[src/design/pcoc_pkg.sv]
// Constants, codes and helpers shared by the PLL chain output clocking block.
// Assumes a 100 MHz core clock and a byte-wide register port.
`default_nettype none
package pcoc_pkg;
   // ********************************************************************
   // Register map
   // ********************************************************************
   localparam logic [7:0] ADDR_X_MODE = 8'h05;
   localparam logic [7:0] ADDR_Y_MODE = 8'h06;
   localparam logic [7:0] ADDR_PPS_LO = 8'hA0;
   localparam logic [7:0] ADDR_PPS_HI = 8'hA1;
   localparam logic [2:0] MODE_RST = 3'h0;
   localparam logic [11:0] PPS_WIDTH_RST = 12'h00A;

   // ********************************************************************
   // Timing
   // ********************************************************************
   localparam int CLK_PERIOD_NS = 10;
   localparam int US_IN_NS = 1000;
   localparam int CYC_PER_US = US_IN_NS / CLK_PERIOD_NS;
   localparam logic [6:0] SUB_LAST = 7'(CYC_PER_US - 1);

   // ********************************************************************
   // Widths, limits and codes
   // ********************************************************************
   localparam int NPORT = 8;
   localparam int DIV_W = 20;
   localparam int S1_CFG_W = 32;
   localparam int S2_CFG_W = 32;
   localparam logic [13:0] SYNTH_M_MIN = 14'h04E2;
   localparam logic [13:0] SYNTH_M_MAX = 14'h2710;

   typedef enum logic [2:0] {
      PCOC_MODE_OFF = 3'b000,
      PCOC_MODE_SE_S2 = 3'b001,
      PCOC_MODE_DIFF_S2 = 3'b010,
      PCOC_MODE_SE_ONLY = 3'b011,
      PCOC_MODE_DIFF_ONLY = 3'b100
   } pcoc_mode_t;

   typedef enum logic [1:0] {
      PCOC_FMT_CMOS = 2'b00,
      PCOC_FMT_LVDS = 2'b01,
      PCOC_FMT_LVPECL = 2'b10,
      PCOC_FMT_OFF = 2'b11
   } pcoc_fmt_t;

   // Source codes: index into the four stage clocks.
   localparam logic [1:0] SRC_X1 = 2'h0;
   localparam logic [1:0] SRC_X2 = 2'h1;
   localparam logic [1:0] SRC_Y1 = 2'h2;
   localparam logic [1:0] SRC_Y2 = 2'h3;

   typedef enum logic [1:0] {
      PCOC_CH_IDLE = 2'b00,
      PCOC_CH_CAL = 2'b01,
      PCOC_CH_RUN = 2'b10
   } pcoc_chain_t;

   // Decode a chain mode into {stage1 on, stage2 on, differential VCXO}.
   // The Y chain has no differential input, so codes 2 and 4 act as 1 and 3.
   function automatic logic [2:0] pcoc_decode(input logic [2:0] mode,
                                              input logic is_y);
      logic [2:0] r;
      r = 3'b000;
      case (mode)
         PCOC_MODE_SE_S2: r = 3'b110;
         PCOC_MODE_DIFF_S2: r = is_y ? 3'b110 : 3'b111;
         PCOC_MODE_SE_ONLY: r = 3'b100;
         PCOC_MODE_DIFF_ONLY: r = is_y ? 3'b100 : 3'b101;
         default: r = 3'b000;
      endcase
      return r;
   endfunction : pcoc_decode
endpackage : pcoc_pkg
`default_nettype wire

[src/design/pcoc_top.sv]
// Digital control around the X and Y PLL chains, port dividers and 1PPS.
// Assumes stage clocks arrive asynchronously and are slow against core_clk_i;
// the timing generator tick is on the core clock.
//
// What this block and its host do
// X mode 0,5,6,7 off; 1/2 SE/diff to stage two; 3/4 stage two off.
// Y mode 0,5,6,7 off; 1,2 SE to stage two; 3,4 stage two off.
// Ports one to eight each have a 20-bit divider, ratio 1 to 1048576.
// Dividers behave the same for stage-one or stage-two source clocks.
// Ports 1-8 pick any stage of X or Y; port 0 X, port 10 Y.
// Each transmitter emits two CMOS, one LVDS or one LVPECL signal.
// Unused transmitters can be powered down by configuration.
// CMOS mode drives both pins or one, each pin polarity selectable.
// Output eleven is 8 kHz times M, M limited to 1250..10000.
// Host sets stage-one detector rate as 8 kHz times at most 5000.
// Stage-one pump current, feedback divider, two resistors are settings.
// Stage-two settings exposed; updates accepted while running after lock.
// Host loads all chain settings before writing the chain mode.
// Writing a chain mode that uses stage two starts self-calibration with loaded settings; a rewrite mid-calibration keeps the earlier settings.
// Host should use stage-two pre-divider above 180 MHz oscillator.
// A once-per-second pulse with programmable width is generated.
// Pulse width is 12 bits in microseconds, default ten.
// Ratio N gives one output period per N inputs; N=1 passes through.
`default_nettype none
module pcoc_top
   import pcoc_pkg::*;
(
   input wire logic core_clk_i,
   input wire logic rst_i,
   input wire logic [7:0] reg_addr_i,
   input wire logic [7:0] reg_wdata_i,
   input wire logic reg_wr_i,
   output logic [7:0] reg_rdata_o,
   input wire logic [3:0] stage_clk_i,
   input wire logic [1:0] cal_done_i,
   input wire logic [NPORT*DIV_W-1:0] div_ratio_i,
   input wire logic [NPORT*2-1:0] port_src_i,
   input wire logic [NPORT*2-1:0] port_fmt_i,
   input wire logic [NPORT*2-1:0] cmos_pin_en_i,
   input wire logic [NPORT*2-1:0] cmos_pol_i,
   input wire logic [2*S1_CFG_W-1:0] s1_cfg_i,
   input wire logic [2*S2_CFG_W-1:0] s2_cfg_i,
   input wire logic [13:0] synth_mult_i,
   input wire logic pps_tick_i,
   output logic [1:0] s1_pwr_o,
   output logic [1:0] s2_pwr_o,
   output logic x_vcxo_diff_o,
   output logic [1:0] cal_start_o,
   output logic [1:0] chain_locked_o,
   output logic [2*S1_CFG_W-1:0] s1_cfg_o,
   output logic [2*S2_CFG_W-1:0] s2_cfg_o,
   output logic [NPORT-1:0] tx_pwr_o,
   output logic [NPORT*2-1:0] tx_fmt_o,
   output logic [NPORT-1:0] port_p_o,
   output logic [NPORT-1:0] port_n_o,
   output logic port0_o,
   output logic port10_o,
   output logic [13:0] synth_mult_o,
   output logic pps_o
);
   // ********************************************************************
   // Registers and decode
   // ********************************************************************
   logic [2:0] mode [2];
   logic [11:0] pps_width;
   logic [2:0] dec_x, dec_y;
   logic wr_x, wr_y;

   assign wr_x = reg_wr_i && (reg_addr_i == ADDR_X_MODE);
   assign wr_y = reg_wr_i && (reg_addr_i == ADDR_Y_MODE);
   assign dec_x = pcoc_decode(mode[0], 1'b0);
   assign dec_y = pcoc_decode(mode[1], 1'b1);
   assign s1_pwr_o = {dec_y[2], dec_x[2]};
   assign s2_pwr_o = {dec_y[1], dec_x[1]};
   assign x_vcxo_diff_o = dec_x[0];

   // Host writes; the width spans two byte addresses.
   always_ff @(posedge core_clk_i) begin
      if (rst_i) begin
         mode <= '{default: MODE_RST};
         pps_width <= PPS_WIDTH_RST;
      end else begin
         if (wr_x) mode[0] <= reg_wdata_i[2:0];
         if (wr_y) mode[1] <= reg_wdata_i[2:0];
         if (reg_wr_i && reg_addr_i == ADDR_PPS_LO)
            pps_width[7:0] <= reg_wdata_i;
         if (reg_wr_i && reg_addr_i == ADDR_PPS_HI)
            pps_width[11:8] <= reg_wdata_i[3:0];
      end
   end

   // Read mux; unmapped addresses read as zero.
   assign reg_rdata_o =
      (reg_addr_i == ADDR_X_MODE) ? {5'h00, mode[0]} :
      (reg_addr_i == ADDR_Y_MODE) ? {5'h00, mode[1]} :
      (reg_addr_i == ADDR_PPS_LO) ? pps_width[7:0] :
      (reg_addr_i == ADDR_PPS_HI) ? {4'h0, pps_width[11:8]} : 8'h00;

   // ********************************************************************
   // Synchronisers for analog-side signals
   // ********************************************************************
   logic [3:0] clk_m, clk_s, clk_d, clk_rise;
   logic [1:0] done_m, done_s;
   always_ff @(posedge core_clk_i) begin
      if (rst_i) begin
         {clk_m, clk_s, clk_d} <= '0;
         {done_m, done_s} <= '0;
      end else begin
         clk_m <= stage_clk_i;
         clk_s <= clk_m;
         clk_d <= clk_s;
         done_m <= cal_done_i;
         done_s <= done_m;
      end
   end
   assign clk_rise = clk_s & ~clk_d;

   // ********************************************************************
   // Chain calibration sequencing
   // ********************************************************************
   // A mode write restarts the chain even mid-calibration, since the
   // host has just changed what the analog side must lock to.
   pcoc_chain_t st [2];
   logic [1:0] mode_wr, use_s2, use_s1;
   logic [2:0] wr_dec_x, wr_dec_y;
   assign mode_wr = {wr_y, wr_x};
   // Decode the byte being written, so the start pulse matches the new mode.
   assign wr_dec_x = pcoc_decode(reg_wdata_i[2:0], 1'b0);
   assign wr_dec_y = pcoc_decode(reg_wdata_i[2:0], 1'b1);
   assign use_s2 = {wr_dec_y[1], wr_dec_x[1]};
   assign use_s1 = {dec_y[2], dec_x[2]};
   always_ff @(posedge core_clk_i) begin
      for (int c = 0; c < 2; c++) begin
         if (rst_i) begin
            st[c] <= PCOC_CH_IDLE;
            cal_start_o[c] <= 1'b0;
         end else begin
            cal_start_o[c] <= mode_wr[c] && use_s2[c];
            if (mode_wr[c]) begin
               st[c] <= use_s2[c] ? PCOC_CH_CAL : PCOC_CH_RUN;
            end else begin
               case (st[c])
                  PCOC_CH_CAL: if (done_s[c]) st[c] <= PCOC_CH_RUN;
                  PCOC_CH_RUN: if (!use_s1[c]) st[c] <= PCOC_CH_IDLE;
                  default: st[c] <= PCOC_CH_IDLE;
               endcase
            end
         end
      end
   end
   assign chain_locked_o = {st[1] == PCOC_CH_RUN && use_s1[1],
                            st[0] == PCOC_CH_RUN && use_s1[0]};

   // Stage settings; stage two is frozen only while calibrating, so the
   // calibration sees the values loaded before the write that entered it; a rewrite mid-calibration does not reload them.
   always_ff @(posedge core_clk_i) begin
      if (rst_i) begin
         {s1_cfg_o, s2_cfg_o} <= '0;
      end else begin
         s1_cfg_o <= s1_cfg_i;
         for (int c = 0; c < 2; c++)
            if (st[c] != PCOC_CH_CAL)
               s2_cfg_o[c*S2_CFG_W +: S2_CFG_W] <=
                  s2_cfg_i[c*S2_CFG_W +: S2_CFG_W];
      end
   end
   // ********************************************************************
   // Port dividers and transmitters
   // ********************************************************************
   logic [DIV_W-1:0] cnt [NPORT];
   logic [NPORT-1:0] div_q;

   // Counting source edges keeps the divider blind to which stage feeds it.
   always_ff @(posedge core_clk_i) begin
      for (int p = 0; p < NPORT; p++) begin
         if (rst_i) begin
            cnt[p] <= '0;
            div_q[p] <= 1'b0;
         end else begin
            if (clk_rise[port_src_i[2*p +: 2]])
               cnt[p] <= (cnt[p] >= div_ratio_i[p*DIV_W +: DIV_W]) ?
                         '0 : cnt[p] + 1'b1;
            if (div_ratio_i[p*DIV_W +: DIV_W] == '0)
               div_q[p] <= clk_s[port_src_i[2*p +: 2]];
            else
               div_q[p] <= {1'b0, cnt[p]} <
                  (({1'b0, div_ratio_i[p*DIV_W +: DIV_W]} + 21'h1) >> 1);
         end
      end
   end
   always_ff @(posedge core_clk_i) begin
      for (int p = 0; p < NPORT; p++) begin
         if (rst_i) begin
            port_p_o[p] <= 1'b0;
            port_n_o[p] <= 1'b0;
         end else begin
            case (port_fmt_i[2*p +: 2])
               PCOC_FMT_CMOS: begin
                  port_p_o[p] <= cmos_pin_en_i[2*p] &
                                 (div_q[p] ^ cmos_pol_i[2*p]);
                  port_n_o[p] <= cmos_pin_en_i[2*p+1] &
                                 (div_q[p] ^ cmos_pol_i[2*p+1]);
               end
               PCOC_FMT_LVDS, PCOC_FMT_LVPECL: begin
                  port_p_o[p] <= div_q[p];
                  port_n_o[p] <= ~div_q[p];
               end
               default: begin
                  port_p_o[p] <= 1'b0;
                  port_n_o[p] <= 1'b0;
               end
            endcase
         end
      end
   end
   always_ff @(posedge core_clk_i) begin
      if (rst_i) begin
         {tx_pwr_o, tx_fmt_o, port0_o, port10_o} <= '0;
         synth_mult_o <= SYNTH_M_MIN;
      end else begin
         for (int p = 0; p < NPORT; p++)
            tx_pwr_o[p] <= port_fmt_i[2*p +: 2] != PCOC_FMT_OFF;
         tx_fmt_o <= port_fmt_i;
         port0_o <= dec_x[1] ? clk_s[SRC_X2] : clk_s[SRC_X1];
         port10_o <= dec_y[1] ? clk_s[SRC_Y2] : clk_s[SRC_Y1];
         // Out-of-range multipliers clamp rather than wrap. //
         synth_mult_o <= (synth_mult_i < SYNTH_M_MIN) ? SYNTH_M_MIN :
                         (synth_mult_i > SYNTH_M_MAX) ? SYNTH_M_MAX :
                         synth_mult_i;
      end
   end

   // ********************************************************************
   // Once-per-second pulse
   // ********************************************************************
   logic [11:0] us_left;
   logic [6:0] sub;

   // A zero width suppresses the pulse instead of holding it high.
   always_ff @(posedge core_clk_i) begin
      if (rst_i) begin
         {pps_o, us_left, sub} <= '0;
      end else if (pps_tick_i && pps_width != 12'h000) begin
         pps_o <= 1'b1;
         us_left <= pps_width;
         sub <= SUB_LAST;
      end else if (pps_o) begin
         sub <= (sub == 7'h00) ? SUB_LAST : sub - 7'h01;
         if (sub == 7'h00) begin
            us_left <= us_left - 12'h001;
            if (us_left == 12'h001) pps_o <= 1'b0;
         end
      end
   end
endmodule : pcoc_top
`default_nettype wire

[config.mk]
export PLATFORM = sky130hd
export DESIGN_NAME = pcoc_top
export DESIGN_NICKNAME = d
export VERILOG_FILES = /design/src/design/pcoc_pkg.sv /design/src/design/pcoc_top.sv
export SDC_FILE = /design/constraint.sdc
export NUM_CORES = 1
export LEC_CHECK = 0
export BUFFER_PORTS_ARGS = -buffer_cell sky130_fd_sc_hd__buf_2
export CAP_MARGIN = 30
export CORE_AREA = 2 2 228 230
export DETAILED_ROUTE_END_ITERATION = 6
export DIE_AREA = 0 0 230 232
export PLACE_DENSITY = 0.85
export SLEW_MARGIN = 30
export SYNTH_ARGS = -nofsm -noshare
export SYNTH_HDL_FRONTEND = slang
export SYNTH_SLANG_ARGS = --single-unit
[constraint.sdc]
create_clock -name core_clk_i -period 2.8 [get_ports core_clk_i]
set_clock_uncertainty 0.05 [all_clocks]
set_input_delay 0.28 -clock core_clk_i [delete_from_list [all_inputs] [get_ports core_clk_i]]
set_output_delay 0.28 -clock core_clk_i [all_outputs]
set_load 0.005 [all_outputs]
Word level (Yosys, flattened, before mapping)

Memories as Yosys holds them, arrays and structs flattened.
Index checks and enable logic that the tools add are counted.

Register bits after elaboration: 248
RAM bits: 164
Input bits: 392
Output and inout bits: 202
Word-level logic and storage cells: 387
Memories: 2

Add/sub/neg operators: 18
Order comparisons: 26
Equal/unequal tests: 47
Mux-type cells: 163
Bitwise operators: 58
Reductions and logical operators: 47

Memories:

| name | depth | width | read ports | clocked after memory_dff | write ports | line            | RTL |
|---|---|---|---|---|---|---|---|
| cnt  | 8     | 20    | 8          | 0                        | 8           | pcoc_top.sv:170 | `logic [DIV_W-1:0] cnt [NPORT];` |
| st   | 2     | 2     | 2          | 0                        | 2           | pcoc_top.sv:123 | `pcoc_chain_t st [2];` |

Operator list:

| cell                    | count |
|---|---|
| $mux W20                | 16 |
| $add A20 B1 Y21 const B | 8 |
| $add A20 B1 Y20 const B | 8 |
| $ge A20 B20 Y1          | 8 |
| $logic_not A20 Y1       | 8 |
| $lt A20 B20 Y1          | 8 |
| $mux W1                 | 90 |
| $mux W12                | 3 |
| $bmux W1 S2             | 16 |
| $pmux W1 S2             | 16 |
| $reduce_or A2 Y1        | 16 |
| $lt A2 B3 Y1 const B    | 8 |
| $mux W8                 | 3 |
| $mux W7                 | 3 |
| $eq A2 B1 Y1 const B    | 10 |
| $eq A2 B2 Y1 const B    | 10 |
| $mux W2                 | 10 |
| $eq A3 B2 Y1 const B    | 6 |
| $and A1 B1 Y1           | 16 |
| $eq A8 B3 Y1 const B    | 2 |
| $eq A8 B8 Y1 const B    | 2 |
| $logic_not A2 Y1        | 8 |
| $ne A2 B2 Y1 const B    | 8 |
| $or A1 B1 Y1            | 16 |
| 24 further kinds        | 60 |

Depth between registers and ports, before layout

Depth after elaboration: 10
Mapped depth: 12
Depth with buffers taken out: 11

Least setup slack after synthesis

OpenSTA, ideal clock, no wires.

Kind: input to register
From: input port div_ratio_i[122]
To: register div_q[6]
Setup time: 0.072 ns
Arrival: 2.491 ns
Data required time: 2.678 ns
Setup slack: 0.187 ns
Stages: 11
Buffers on the path: 1
Cells stage by stage: clkbuf_1 > and4_1 > and3_1 > nand4_1 > nor4_1 > xnor2_1 > ha_1 > and4_1 > a221oi_1 > o221ai_1 > mux2i_1

Cells in the longest elaborated chain, start to end: 3
Elaborated cells between the ends (all ways): 4
Those cells by class: add/sub (1); order compare (1); mux (1); reduce/logical (1)

Ends and longest elaborated chain:

| element                         | line            | RTL |
|---|---|---|
| from (decl)                     | pcoc_top.sv:36  | `input wire logic [NPORT*DIV_W-1:0] div_ratio_i,` |
| $add A20 B1 Y21                 | pcoc_top.sv:187 | `(({1'b0, div_ratio_i[p*DIV_W +: DIV_W]} + 21'h1) >> 1);` |
| $lt A20 B20 Y1                  | pcoc_top.sv:186 | `div_q[p] <= {1'b0, cnt[p]} <` |
| $mux W1 (*)                     | pcoc_top.sv:183 | `if (div_ratio_i[p*DIV_W +: DIV_W] == '0)` |
| to (signal, indexed assignment) | pcoc_top.sv:184 | `div_q[p] <= clk_s[port_src_i[2*p +: 2]];` |
| to (signal, indexed assignment) | pcoc_top.sv:186 |  |
| to (decl)                       | pcoc_top.sv:171 | `logic [NPORT-1:0] div_q;` |

Mark *: on every way between the ends. The rest lies on a longest branch, timed or not.
A chain may end at the register's enable or synchronous reset.

Final worst setup path

From: input port div_ratio_i[89]
To: register div_q[4]

Same word-level chain as after synthesis.

==> impl_results.rst <==
.. list-table::
   :header-rows: 1

   * - Metric
     - Value
   * - Status
     - finished, final reports clean
   * - Routed length per instance
     - 20.4 microns
   * - Largest net degree at the start of global routing
     - roughly 120
   * - Share of the clock period used by the worst path after layout
     - 0.938
   * - Static leakage
     - ~16 nW
   * - Met2 usage
     - 0.543
   * - Fraction of the mapped netlist area in compound gates
     - 0.0857
   * - Synthesized netlist net count
     - 3850
   * - First-iteration detailed-routing DRC count
     - 2782
   * - Syn Inst Count
     - 3083
   * - Maximum net fanout on the critical path
     - 6
   * - Async SR Flop Fraction
     - 0
   * - Remaining global-route overflow
     - 0
   * - Vias post-DR
     - 27863
   * - Number of global-route vias before repair
     - 26954
   * - Post-Synthesis Mean Instance Area
     - 9.16 sq um
   * - Worst path required time
     - 3.27 ns
   * - Post-CTS setup repair buffer count
     - 0
   * - Number of synthesis warnings
     - 0
   * - Share of synthesized cell area in full adder, half adder and majority cells
     - 0.166
   * - Clock Sink Count
     - 412
   * - Count of port buffers added during placement
     - 593
   * - Area growth from synthesis to layout
     - 27.7%
   * - Worst path buffer plus inverter count
     - 2
   * - Peak supply drop
     - between 0.4 and 0.5 mV
   * - Overall routing resource usage
     - 0.342
   * - Fraction of synthesized area in multiplexers
     - 0.0418
   * - Min-Delay Path Class
     - in2reg
   * - Slew of the pin with the lowest slew margin
     - ~0.8 ns
   * - Gp weighted congestion
     - 0.981
   * - Worst skew pair latency
     - just under 0.6 ns
   * - Total of flip-flops plus latches after synthesis
     - 412
   * - Most congested layer reported by global routing
     - met2
   * - Via count normalized by instance count
     - 5.98
   * - Number of top-level pins
     - 594
   * - CTS H-tree lvls
     - 2
   * - Fraction of synthesized cell area in xor and xnor cells
     - 0.0949
   * - Main combinational cell family by area after synthesis
     - simple AND/OR/NAND/NOR gates
   * - Core utilization of the finished layout
     - 0.708
   * - CP top delay family
     - simple AND/OR/NAND/NOR gates
   * - Fraction of met1 tracks used by global routing
     - 0.432
   * - Clk slew on worst S/H paths
     - 0.07 ns
   * - RSZ-0062 raised after global routing
     - false
   * - Grt met3 use
     - 0.0941
   * - Pwr/cell area
     - 455 nW/um^2
   * - Area occupied by multi-input gates
     - 17200 sq um
   * - Area fraction in and, or, nand and nor cells after synthesis
     - 0.220
   * - Fillers
     - 3567
   * - Vertical die dimension
     - 232 microns
   * - FF-to-FF path depth
     - 8
   * - Setup TNS
     - 0 ns
   * - Period minus WS final
     - 2.63 ns
   * - Worst relative slew slack
     - 0.455
   * - Leading cell types by count after synthesis
     - sky130_fd_sc_hd__ha_1, sky130_fd_sc_hd__nor2_1, sky130_fd_sc_hd__dfxtp_1
   * - Most used DFF post-synth
     - sky130_fd_sc_hd__dfxtp_1
   * - Die outline width
     - approximately 230 microns
   * - Post-synth EDFFs
     - 164
   * - Post-synth top area share
     - 0.176
   * - Number of search-and-repair iterations in the first detailed-routing pass
     - 6
   * - Cell Area, Placed
     - about 32000 sq um
   * - CTS tree
     - built
   * - Critical Path AT
     - 3.10 ns
   * - Post-route design area
     - 36000 sq um
   * - Type of element launching the critical path
     - primary input
   * - DRC violation count after routing
     - 0
   * - Final hold vios
     - 0
   * - Upper clock frequency limit
     - approximately 380 MHz
   * - Critical path depth
     - 13
   * - Worst setup path class
     - in2reg
   * - Sequential area share after synthesis
     - 0.350
   * - Number of library cell types mapped by synthesis
     - 59
   * - Pins over their slew limit
     - 0
   * - FP Rows
     - 83
   * - Cell with the most instances after synthesis
     - sky130_fd_sc_hd__ha_1
   * - Category of the worst setup path capture point
     - flip-flop
   * - CTS Root Buffer Type
     - sky130_fd_sc_hd__clkbuf_16
   * - Number of cells traversed by the worst hold path
     - 2
   * - Max stage delay cell, worst path
     - sky130_fd_sc_hd__dlygate4sd3_1
   * - Main area contributors after synthesis
     - sky130_fd_sc_hd__dfxtp_1, sky130_fd_sc_hd__edfxtp_1, sky130_fd_sc_hd__ha_1, sky130_fd_sc_hd__xnor2_1, sky130_fd_sc_hd__nor2_1
   * - Share of post-route cells with drive strength above 1
     - 0.198
   * - Max-cap violations
     - 0
   * - Clock Tree Buf Depth
     - 3
   * - Slowest stage delay, CP
     - 0.52 ns
   * - Cts bufs inserted
     - 45
   * - Cell Chain, Critical Path
     - dlygate4sd3_1, buf_2, and4_1, and4_2, and3_1, nand3_1, xnor2_1, ha_1, a21oi_1, nor2_1, a2111oi_2, o221ai_1, mux2i_1
   * - First-pass GRT wire length
     - 146000 microns
   * - Summed instance area of the synthesized netlist
     - 28200 sq um
   * - Dominant cell type by area after synthesis
     - sky130_fd_sc_hd__dfxtp_1
   * - Sequential cell area
     - between 9000 and 10000 sq um
   * - Final nets
     - 4687
   * - Post-Route WL
     - around 95000 microns
   * - Number of nets with antenna violations after routing
     - 0
   * - Starting utilization of the core area
     - 0.555
   * - Final HPWL DP
     - 67900 microns
   * - Initial antenna violation count
     - 28
   * - Die Outline Area
     - 53400 sq um
   * - Core footprint
     - 50900 sq um
   * - Setup violation total in the final timing report
     - 0
-- per-stage QoR --
step / hold slack [ns] / cells / worst slack, ns / total power, mW
after floorplan: 0.306 / 3083 / 0.187 / 8.61
after global placement: 0.379 / 4353 / 0.0274 / 9.72
after detailed placement: 0.377 / 4353 / -0.144 / 9.84
after CTS: 0.000957 / 4637 / 0.156 / 16.3
after global routing: 0.0128 / 4650 / 0.0116 / 17.0
final: 0.0265 / 4662 / 0.173 / 16.4
-- layer usage --
layer | share of wire | vias up
met5 | 0.0012 | -
met4 | 0.050 | 18
met3 | 0.11 | 383
met2 | 0.45 | 1622
met1 | 0.39 | 12977
li1 | - | 12863
-- kinds of logic after synthesis --
| family | Yosys count |
|---|---|
| fa+ha+maj | 375 |
| flops | 412 |
| buf+inv | 307 |
| compound gates | 381 |
| xor+xnor | 306 |
| mux | 98 |
| simple gates | 1204 |
-- placed cells by master (no fill, tap or decap), drive strengths merged, types with 82 or more instances in the layout --
| cell | instances |
|---|---|
| ha | 375 |
| nand3 | 167 |
| nand4 | 112 |
| nand2 | 183 |
| xor2 | 105 |
| nor2b | 96 |
| nor2 | 312 |
| nor4 | 90 |
| edfxtp | 164 |
| dlygate4sd3 | 200 |
| xnor2 | 201 |
| buf | 674 |
| dfxtp | 248 |
| inv | 224 |
| mux2i | 82 |
| a21oi | 159 |
-- worst paths after layout --
| kind | start | end | slack, ns |
|---|---|---|---|
| worst max-delay path | div_ratio_i[89] | div_q[4] | 0.17 |
| worst min-delay path | cal_done_i[0] | done_m[0] | 0.03 |
| worst max register to register | cnt[1][40] | cnt[1][47] | 0.18 |
| worst min register to register | done_m[1] | done_s[1] | 0.38 |
-- repair_timing --
action | 4_1_cts | 5_1_grt
resized for setup | 0 | 4
setup endpoints to repair | 0 | 2
hold endpoints to repair | 200 | 0
hold buffers | 200 | 0
-- power breakdown --
part / switching (mW) / internal, mW
clock network: 2.57 / 3.73
registers: 0.402 / 6.60
logic: 1.69 / 1.43
-- state kept, by name (all words and copies together) (netlist names), 6 cells and up --
signal and cells:
cnt 160, s1_cfg_o 64, s2_cfg_o 64, tx_fmt_o 16
synth_mult_o 14, pps_width 12, us_left 12, div_q 8
port_n_o 8, port_p_o 8, tx_pwr_o 8, sub 7
mode 6
-- layout make-up --
type / count / share of cell area
clock buffer: 66 / 0.0386
sequential: 412 / 0.274
tap: 680 / 0.0236
clock inverter: 18 / 0.00472
multi-input combinational: 2364 / 0.478
timing repair buffer: 874 / 0.156
antenna: 25 / 0.00174
inverter: 223 / 0.0232
-- worst register-to-register path, cell delays in order (launching register included) --
cell                       delay (ns)
sky130_fd_sc_hd__edfxtp_1        0.51
sky130_fd_sc_hd__inv_1           0.08
sky130_fd_sc_hd__ha_1            0.29
sky130_fd_sc_hd__nor3b_1         0.24
sky130_fd_sc_hd__nor2_1          0.09
sky130_fd_sc_hd__o31ai_1         0.29
sky130_fd_sc_hd__a211oi_2        0.11
sky130_fd_sc_hd__buf_4           0.22
sky130_fd_sc_hd__nor4_1          0.47
(Power assumes the default switching activity.)
